**src/shared/fcpp_pkg.sv**
```systemverilog
// Contract
// - Command codes on low byte, latch high
// - Program 80h-10h, copy 00h-8Ah-10h, erase 60h-D0h
// - Host gives three address cycles after pointer
// - Next-page reads stay inside one block
// - Chip select high beyond deselect time ends
// - At most three partial programs per page; the host counts only the last programmed page
// - Setup, four addresses, data, then confirm 10h
package fcpp_pkg;
    // Command codes
    localparam logic [7:0] CODE_PTR_FIRST = 8'h00;
    localparam logic [7:0] CODE_PTR_SECOND = 8'h01;
    localparam logic [7:0] CODE_PTR_SPARE = 8'h50;
    localparam logic [7:0] CODE_PROG_SETUP = 8'h80;
    localparam logic [7:0] CODE_COPY_SETUP = 8'h8a;
    localparam logic [7:0] CODE_CONFIRM = 8'h10;
    localparam logic [7:0] CODE_ERASE_SETUP = 8'h60;
    localparam logic [7:0] CODE_ERASE_CONFIRM = 8'hd0;
    localparam logic [7:0] CODE_RESET = 8'hff;
    // Register byte offsets
    localparam logic [11:0] OFS_CTRL = 12'h000;
    localparam logic [11:0] OFS_CFG = 12'h004;
    localparam logic [11:0] OFS_STATUS = 12'h008;
    localparam logic [11:0] OFS_RDATA = 12'h00c;
    // Field positions
    localparam int CTRL_KIND_LSB = 16;
    localparam int CFG_WP_RELEASE_BIT = 0;
    localparam int CFG_WIDE_BIT = 1;
    localparam int STAT_ENGINE_BIT = 0;
    localparam int STAT_READY_BIT = 1;
    localparam int STAT_REFUSED_BIT = 2;
    localparam int STAT_PCNT_LSB = 4;
    // Bus cycle kinds carried in the control word
    localparam logic [2:0] KIND_CMD = 3'h0;
    localparam logic [2:0] KIND_ADDR = 3'h1;
    localparam logic [2:0] KIND_DIN = 3'h2;
    localparam logic [2:0] KIND_DOUT = 3'h3;
    localparam logic [2:0] KIND_WAIT = 3'h4;
    localparam logic [2:0] KIND_DESEL = 3'h5;
    // Sequence limits
    localparam logic [2:0] PTR_ADDR_CYCLES = 3'h3;
    localparam logic [2:0] PROG_ADDR_CYCLES = 3'h4;
    localparam logic [9:0] MAX_ITEMS_BYTE = 10'h210;
    localparam logic [9:0] MAX_ITEMS_WORD = 10'h108;
    localparam logic [1:0] MAX_PARTIAL = 2'h3;
    // Timing
    localparam int CLK_PERIOD_NS = 40;
    localparam int STROBE_LOW_NS = 50;
    localparam int STROBE_HIGH_NS = 50;
    localparam int BUSY_SETTLE_NS = 100;
    localparam int DESELECT_TIME_NS = 100;
    localparam logic [7:0] STROBE_LOW_CYC =
        8'((STROBE_LOW_NS + CLK_PERIOD_NS - 1) / CLK_PERIOD_NS);
    localparam logic [7:0] STROBE_HIGH_CYC =
        8'((STROBE_HIGH_NS + CLK_PERIOD_NS - 1) / CLK_PERIOD_NS);
    localparam logic [7:0] BUSY_SETTLE_CYC =
        8'((BUSY_SETTLE_NS + CLK_PERIOD_NS - 1) / CLK_PERIOD_NS);
    // One extra cycle so chip select stays high strictly longer than the limit
    localparam logic [7:0] DESELECT_CYC = 8'((DESELECT_TIME_NS / CLK_PERIOD_NS) + 1);
    // Engine states and sequence tracking
    typedef enum logic [2:0] {ST_IDLE, ST_SETUP, ST_LOW, ST_HIGH, ST_SETTLE, ST_READY,
        ST_DESEL} fcpp_state_type;
    typedef enum logic [1:0] {SEQ_NONE, SEQ_PROG, SEQ_ERASE} fcpp_seq_type;
endpackage

```
**src/rtl/fcpp_host.sv**
```systemverilog
`timescale 1ns/1ps
`default_nettype none
module fcpp_host
    import fcpp_pkg::*;
(
    input wire logic MCLK_IN,
    input wire logic RST_IN,
    input wire logic CLK_EN_IN,
    input wire logic PSEL_IN,
    input wire logic PENABLE_IN,
    input wire logic PWRITE_IN,
    input wire logic [11:0] PADDR_IN,
    input wire logic [31:0] PWDATA_IN,
    output logic [31:0] PRDATA_OUT,
    output logic PREADY_OUT,
    output logic PSLVERR_OUT,
    output logic CE_N_OUT,
    output logic COMMAND_LATCH_OUT,
    output logic ADDRESS_LATCH_OUT,
    output logic WE_N_OUT,
    output logic RE_N_OUT,
    output logic WP_N_OUT,
    output logic [15:0] IO_OUT,
    output logic IO_OE_OUT,
    input wire logic [15:0] IO_IN,
    input wire logic BUSY_N_IN
);
    // APB answer flops
    logic pready_q;
    logic pslverr_q;
    logic [31:0] prdata_q;
    // Software visible state
    logic [31:0] ctrl_q;
    logic wp_release_q;
    logic wide_q;
    logic refused_q;
    logic [15:0] rdata_q;
    // Pin drivers
    logic ce_n_q;
    logic cle_q;
    logic ale_q;
    logic we_n_q;
    logic re_n_q;
    logic [15:0] io_q;
    logic io_oe_q;
    // Cycle engine
    fcpp_state_type state_q;
    logic [7:0] cnt_q;
    logic [2:0] kind_q;
    // Sequence tracker
    fcpp_seq_type seq_q;
    logic ptr_wait_q;
    logic [2:0] addr_cnt_q;
    logic [9:0] data_cnt_q;
    logic [15:0] row_q;
    logic [15:0] last_row_q;
    logic [1:0] prog_cnt_q;

    // Bus decode
    wire logic access = PSEL_IN & PENABLE_IN & ~pready_q;
    wire logic done = PSEL_IN & PENABLE_IN & pready_q;
    wire logic hit_ctrl = (PADDR_IN == OFS_CTRL);
    wire logic hit_cfg = (PADDR_IN == OFS_CFG);
    wire logic hit_stat = (PADDR_IN == OFS_STATUS);
    wire logic hit_rdata = (PADDR_IN == OFS_RDATA);
    wire logic mapped = hit_ctrl | hit_cfg | hit_stat | hit_rdata;
    wire logic wr_done = done & PWRITE_IN & ~pslverr_q;
    wire logic go_wr = wr_done & hit_ctrl;
    wire logic cfg_wr = wr_done & hit_cfg;
    wire logic clr_wr = wr_done & hit_stat & PWDATA_IN[STAT_REFUSED_BIT];

    // Requested bus cycle
    wire logic [2:0] req_kind = PWDATA_IN[CTRL_KIND_LSB +: 3];
    wire logic [7:0] req_code = PWDATA_IN[7:0];
    wire logic req_cmd = (req_kind == KIND_CMD);
    wire logic req_addr = (req_kind == KIND_ADDR);
    wire logic req_din = (req_kind == KIND_DIN);
    wire logic req_dout = (req_kind == KIND_DOUT);
    wire logic req_known = (req_kind <= KIND_DESEL);
    wire logic [9:0] max_items = wide_q ? MAX_ITEMS_WORD : MAX_ITEMS_BYTE;
    wire logic same_row = (row_q == last_row_q);
    wire logic is_ptr = (req_code == CODE_PTR_FIRST) | (req_code == CODE_PTR_SECOND)
        | (req_code == CODE_PTR_SPARE);
    wire logic is_setup = (req_code == CODE_PROG_SETUP) | (req_code == CODE_COPY_SETUP);

    // Refusals, checked before anything reaches the pins
    // confirm needs setup
    wire logic bad_confirm = req_cmd & (req_code == CODE_CONFIRM) & (seq_q != SEQ_PROG);
    wire logic bad_erase = req_cmd & (req_code == CODE_ERASE_CONFIRM) & (seq_q != SEQ_ERASE);
    wire logic bad_partial = req_cmd & (req_code == CODE_CONFIRM) & same_row
        & (prog_cnt_q == MAX_PARTIAL);
    wire logic bad_read = req_dout & ptr_wait_q;
    wire logic bad_load = req_din & ((seq_q != SEQ_PROG) | (addr_cnt_q < PROG_ADDR_CYCLES)
        | (data_cnt_q == max_items));
    wire logic refuse = (state_q != ST_IDLE) | ~req_known | bad_confirm | bad_erase
        | bad_partial | bad_read | bad_load;
    wire logic accept = go_wr & ~refuse;
    wire logic take_cmd = accept & req_cmd;
    wire logic take_addr = accept & req_addr;
    wire logic take_confirm = take_cmd & (req_code == CODE_CONFIRM);
    wire logic take_erase = take_cmd & (req_code == CODE_ERASE_CONFIRM);

    // Read mux for the registered answer
    wire logic [31:0] stat_word = {26'h0, prog_cnt_q, 1'b0, refused_q, BUSY_N_IN,
        state_q != ST_IDLE};
    wire logic [31:0] rd_mux = hit_ctrl ? ctrl_q
        : hit_cfg ? {30'h0, wide_q, wp_release_q}
        : hit_stat ? stat_word
        : hit_rdata ? {16'h0, rdata_q}
        : 32'h0;
    wire logic cnt_zero = (cnt_q == 8'h0);

    // APB slave: one wait state, unmapped addresses answer with an error
    always_ff @(posedge MCLK_IN)
    begin
        if (RST_IN)
        begin
            pready_q <= 1'b0;
            pslverr_q <= 1'b0;
            prdata_q <= 32'h0;
        end
        else if (CLK_EN_IN)
        begin
            pready_q <= access;
            pslverr_q <= access & ~mapped;
            prdata_q <= access ? rd_mux : prdata_q;
        end
    end

    // Control word, configuration and sticky refusal flag
    always_ff @(posedge MCLK_IN)
    begin
        if (RST_IN)
        begin
            ctrl_q <= 32'h0;
            wp_release_q <= 1'b0;
            wide_q <= 1'b0;
            refused_q <= 1'b0;
        end
        else if (CLK_EN_IN)
        begin
            if (go_wr)
            begin
                ctrl_q <= PWDATA_IN;
            end
            if (cfg_wr)
            begin
                wp_release_q <= PWDATA_IN[CFG_WP_RELEASE_BIT];
                wide_q <= PWDATA_IN[CFG_WIDE_BIT];
            end
            // New refusal beats a clear in the same cycle
            refused_q <= (go_wr & refuse) | (refused_q & ~clr_wr);
        end
    end

    // Command sequence tracker mirrors what the device has been told
    always_ff @(posedge MCLK_IN)
    begin
        if (RST_IN)
        begin
            seq_q <= SEQ_NONE;
            ptr_wait_q <= 1'b0;
            addr_cnt_q <= 3'h0;
            data_cnt_q <= 10'h0;
            row_q <= 16'h0;
        end
        else if (CLK_EN_IN)
        begin
            if (take_cmd)
            begin
                seq_q <= is_setup ? SEQ_PROG
                    : (req_code == CODE_ERASE_SETUP) ? SEQ_ERASE : SEQ_NONE;
                ptr_wait_q <= is_ptr;
                addr_cnt_q <= 3'h0;
                data_cnt_q <= 10'h0;
            end
            else if (take_addr)
            begin
                // Saturate so extra address cycles cannot wrap the count
                addr_cnt_q <= (addr_cnt_q == 3'h7) ? addr_cnt_q : addr_cnt_q + 3'h1;
                ptr_wait_q <= ptr_wait_q & (addr_cnt_q + 3'h1 < PTR_ADDR_CYCLES);
                // Row bytes are the second and third address cycles
                row_q[7:0] <= (addr_cnt_q == 3'h1) ? req_code : row_q[7:0];
                row_q[15:8] <= (addr_cnt_q == 3'h2) ? req_code : row_q[15:8];
            end
            else if (accept & req_din)
            begin
                data_cnt_q <= data_cnt_q + 10'h1;
            end
        end
    end

    // Partial program bookkeeping for the last programmed page
    always_ff @(posedge MCLK_IN)
    begin
        if (RST_IN)
        begin
            last_row_q <= 16'h0;
            prog_cnt_q <= 2'h0;
        end
        else if (CLK_EN_IN)
        begin
            if (take_confirm)
            begin
                last_row_q <= row_q;
                prog_cnt_q <= same_row ? prog_cnt_q + 2'h1 : 2'h1;
            end
            else if (take_erase)
            begin
                // Erase of any block frees the tracked page; coarse but safe
                prog_cnt_q <= 2'h0;
            end
        end
    end

    // Pin cycle engine: setup, strobe low, strobe high, then idle
    always_ff @(posedge MCLK_IN)
    begin
        if (RST_IN)
        begin
            state_q <= ST_IDLE;
            cnt_q <= 8'h0;
            kind_q <= KIND_CMD;
            ce_n_q <= 1'b1;
            cle_q <= 1'b0;
            ale_q <= 1'b0;
            we_n_q <= 1'b1;
            re_n_q <= 1'b1;
            io_q <= 16'h0;
            io_oe_q <= 1'b0;
            rdata_q <= 16'h0;
        end
        else if (CLK_EN_IN)
        begin
            case (state_q)
                ST_IDLE:
                begin
                    if (accept)
                    begin
                        kind_q <= req_kind;
                        cle_q <= req_cmd;
                        ale_q <= req_addr;
                        io_q <= (req_cmd | req_addr) ? {8'h0, req_code} : PWDATA_IN[15:0];
                        io_oe_q <= req_cmd | req_addr | req_din;
                        // chip select high ends row read
                        ce_n_q <= (req_kind == KIND_DESEL);
                        cnt_q <= (req_kind == KIND_DESEL) ? DESELECT_CYC : BUSY_SETTLE_CYC;
                        state_q <= (req_kind == KIND_DESEL) ? ST_DESEL
                            : (req_kind == KIND_WAIT) ? ST_SETTLE : ST_SETUP;
                    end
                end
                ST_SETUP:
                begin
                    // Latch lines and data have had one cycle to settle
                    we_n_q <= (kind_q == KIND_DOUT);
                    re_n_q <= (kind_q != KIND_DOUT);
                    cnt_q <= STROBE_LOW_CYC - 8'h1;
                    state_q <= ST_LOW;
                end
                ST_LOW:
                begin
                    if (cnt_zero)
                    begin
                        // Input sampled just before read strobe rises
                        if (kind_q == KIND_DOUT)
                        begin
                            rdata_q <= wide_q ? IO_IN : {8'h0, IO_IN[7:0]};
                        end
                        we_n_q <= 1'b1;
                        re_n_q <= 1'b1;
                        cnt_q <= STROBE_HIGH_CYC - 8'h1;
                        state_q <= ST_HIGH;
                    end
                    else
                    begin
                        cnt_q <= cnt_q - 8'h1;
                    end
                end
                ST_HIGH:
                begin
                    if (cnt_zero)
                    begin
                        cle_q <= 1'b0;
                        ale_q <= 1'b0;
                        io_oe_q <= 1'b0;
                        state_q <= ST_IDLE;
                    end
                    else
                    begin
                        cnt_q <= cnt_q - 8'h1;
                    end
                end
                ST_SETTLE, ST_DESEL:
                begin
                    // Busy may fall a little after the last strobe; deselect just holds
                    // new block needs new read
                    if (cnt_zero)
                    begin
                        state_q <= (state_q == ST_SETTLE) ? ST_READY : ST_IDLE;
                    end
                    else
                    begin
                        cnt_q <= cnt_q - 8'h1;
                    end
                end
                ST_READY:
                begin
                    // No timeout here; software may reset if the device hangs
                    if (BUSY_N_IN)
                    begin
                        state_q <= ST_IDLE;
                    end
                end
                default:
                begin
                    state_q <= ST_IDLE;
                end
            endcase
        end
    end

    // Output flops straight to pins
    assign PRDATA_OUT = prdata_q;
    assign PREADY_OUT = pready_q;
    assign PSLVERR_OUT = pslverr_q;
    assign CE_N_OUT = ce_n_q;
    assign COMMAND_LATCH_OUT = cle_q;
    assign ADDRESS_LATCH_OUT = ale_q;
    assign WE_N_OUT = we_n_q;
    assign RE_N_OUT = re_n_q;
    assign WP_N_OUT = wp_release_q;
    assign IO_OUT = io_q;
    assign IO_OE_OUT = io_oe_q;
endmodule // fcpp_host
`default_nettype wire

```
**config.mk**
```make
export PLATFORM = sky130hd
export DESIGN_NAME = fcpp_host
export DESIGN_NICKNAME = d
export VERILOG_FILES = /design/src/shared/fcpp_pkg.sv /design/src/rtl/fcpp_host.sv
export SDC_FILE = /design/constraint.sdc
export NUM_CORES = 1
export LEC_CHECK = 0
export BUFFER_PORTS_ARGS = -buffer_cell sky130_fd_sc_hd__buf_2
export CAP_MARGIN = 20
export CORE_ASPECT_RATIO = 2
export CORE_MARGIN = 5
export CORE_UTILIZATION = 46
export DETAILED_ROUTE_END_ITERATION = 12
export PLACE_DENSITY_LB_ADDON = 0.2
export SETUP_SLACK_MARGIN = 0.5
export SYNTH_ARGS = -nofsm -noshare
export SYNTH_HDL_FRONTEND = slang
export SYNTH_SLANG_ARGS = --single-unit
```
**constraint.sdc**
```tcl
create_clock -name MCLK_IN -period 5.9 [get_ports MCLK_IN]
set_input_delay 0.59 -clock MCLK_IN [delete_from_list [all_inputs] [get_ports MCLK_IN]]
set_output_delay 0.59 -clock MCLK_IN [all_outputs]
set_load 0.02 [all_outputs]
```
==> flow_summary.ini <==
[sta]
timing.fmax_mhz = 292
post-route-period-util_pct = 58.0
fin_tns_setup_ps = 0
worst_slew_pin_slew_ps = 1020
clock_skew_ps = 8.04
slew_violations = 0
slew_headroom_pct = 32.1
setup_viol = 0
rsz0062_at_grt = false
period_needed_ps = 3420
hold_viol_final = 0

[finish]
fin_util_pct = 55.1
syn_to_final_growth_pct = 18.0
nets = 1051
post_route_cells_drive_above_1_share_pct = 17.7

[power]
intPower_mw = 1.91
power_mw = 2.44
comb_power_share_pct = 3.9
pwr_density_cell_mw_per_mm2 = 281
sw_frac_of_total_pct = 22.0
pwr-share-clk_pct = 48.8
cellLeakagePower_nw = 3.52
p_switching_uw = 537
seqPwrFrac_pct = 47.3
peakVddDrop_mv = 0.177

[detailed_routing]
drc = 0
avgRoutedWirePerCell_um = 16.7
dr.first_iter.drc_count = 345
num_vias = 6525
final_antenna_net_count = 0
viasPerCell = 5.48
totalWireLength_mm = 19.9
firstDrtPassIters = 4

[setup_path]
critPathMaxStageDelay_ps = 760
worst-path-max-fanout = 31
cp_data_required_time_ps = 6180
cpLargestDelayFamily = simple AND/OR/NAND/NOR gates
path_cells = buf_2 > or4_4 > nor4_4 > buf_4 > and3_1 > o21a_1 > nand2_1 > o21ai_1 > nor2_1
worstSetupStartpointType = input port
worst-path-buf-inv = 2
arrival_ps = 3710
rr_worst_depth = 7
crit_cells = 9
crit_type = in -> reg
cp_slowest_cell = o21ai_1
crit_path_end_kind = flip-flop

[clock_tree]
tritoncts = yes
cts_hold_buf = 0
cts_buffer_depth = 2
cts_resized = 0
cts.sinks = 171
path_clk_slew_ps = 70
insertion_delay_ps = 430
cts_setup_buffers = 0
htreeDepth = 4
cts_inserted_buffers = 17
root_buffer = clkbuf_16

[global_route]
busiest_layer = met2
antenna_found_initial = 1
grt_pass1_wl_mm = 32.3
met3_usage_pct = 4.46
grt_pass1_vias = 6284
grt_max_degree = 108
grtUsageMet2_pct = 38.8
track_usage_pct = 21.4
grt-ovfl-total = 0
grt.met1_usage_pct = 23.8

[die]
core_sq_mm = 0.0158
placementRows = 65
die_h_um = 189
start_util_pct = 46.7
die_area_sq_mm = 0.0188
ios = 124
dieWidth_um = 99.5

[yosys]
yosys.area.top_type = dfxtp_1
synth.net_count = 967
yosysSeqAreaShare_pct = 46.5
ys_warn_count = 0
syn_avg_cell_area_sq_um = 8.25
async_flop_share_pct = 0
synth_top_area_share_pct = 46.5
ys.flop_type = dfxtp_1
syn_area_sq_mm = 0.00736
synth_area_leaders = dfxtp_1, nand2_1, a21oi_1, mux2i_1, nor2_1
synth_edf_count = 0
synth.most_common_cell = dfxtp_1
synth_common_cells = dfxtp_1, nand2_1, a21oi_1, nor2_1, clkbuf_1
synth_seq_cells = 171
ys_types = 57
synth_cells = 892

[place]
dpl.hpwl_mm = 14.1
gp_congestion = 0.954
portBuffers = 123

[run_status]
status = complete, no violations

[hold_path]
min_path_type = in -> reg
min_path_cells = 3

[run]
maxCapViolCount = 0
## placed cells by master, fill, tap and decap left out, drive strengths merged, types with 18 or more instances in the layout
| master | instances |
|---|---|
| buf | 131 |
| mux2i | 44 |
| nand3 | 38 |
| a22oi | 25 |
| dfxtp | 171 |
| nand2 | 167 |
| a21oi | 106 |
| nor2 | 85 |
| xor2 | 20 |
| clkbuf | 18 |
## tightest hold or removal path: cells and delay by family
kind | cells | cell delay, ps
buffers and inverters | 1 | 100
AND/OR/NAND/NOR | 1 | 50
AO/OA/AOI/OAI | 1 | 50
## logic make-up (layout without fill, tap and decap cells)
logic type | count (synthesis) | count (layout) | synth area share, %
and+or+nand+nor | 383 | 383 | 23.9
AOI/OAI and AO/OA | 180 | 180 | 14.5
DFF | 171 | 171 | 46.5
buffers and inverters | 79 | 175 | 4.20
muxes | 46 | 46 | 6.59
xor gates and xnor gates | 25 | 25 | 2.97
adders and majority gates | 8 | 8 | 1.36
other | 0 | 1 | 0
## metal layers
layer	wire (um)	share of wire, %
met1	7890	40
met2	10500	53
met3	977	4.9
met4	523	2.6
met5	0	0
## power by group through the flow
stage	Clock [mW]	Sequential (mW)	Combinational, mW
3_3_place_gp	0	1.18	0.0931
2_1_floorplan	0	1.18	0.0484
6_report	1.19	1.16	0.0960
5_1_grt	1.27	1.15	0.103
4_1_cts	1.22	1.15	0.0930
3_5_place_dp	0	1.18	0.0926
## area by class of cell
cell class                      count  area [sq um]
Tap cell                          201           251
Antenna cell                        1          2.50
Sequential cell                   171          3420
Fill cell                        1515          7090
Inverter                           13          48.8
Multi-Input combinational cell    642          3640
Clock inverter                     13           190
Clock buffer                       18           439
Timing Repair Buffer              131           698
## flip-flops by register name, indices dropped and copies added, names as in the netlist, 2 cells and up
register and cells:
PRDATA_OUT 32, addr_cnt_q 3, IO_OUT 16, ctrl_q 32, rdata_q 16, data_cnt_q 10
state_q 3, kind_q 3, last_row_q 16, row_q 16, seq_q 2, cnt_q 8
prog_cnt_q 2
## stage by stage
step | cell area (sq um) | setup slack, ps | instances | hold WS, ps
final | 8690 | 2480 | 1190 | 402
after global routing | 8690 | 2170 | 1190 | 393
after CTS | 8660 | 2500 | 1188 | 383
after detailed placement | 8030 | 2050 | 1157 | 441
after global placement | 8030 | 2100 | 1157 | 437
after floorplan | 7360 | 2860 | 892 | 429
## final timing paths
path                                             startpoint                           to  slack [ps]
worst max-delay path                            PADDR_IN[1]   data_cnt_q[5]$_SDFFE_PP0P_        2480
worst min register to register  PRDATA_OUT[10]$_SDFFE_PP0P_  PRDATA_OUT[10]$_SDFFE_PP0P_         450
worst max register to register        row_q[5]$_SDFFE_PP0P_   data_cnt_q[4]$_SDFFE_PP0P_        2810
worst min-delay path                          PWDATA_IN[31]      ctrl_q[31]$_SDFFE_PP0P_         400
No activity file was read; power rests on OpenSTA's default activity.
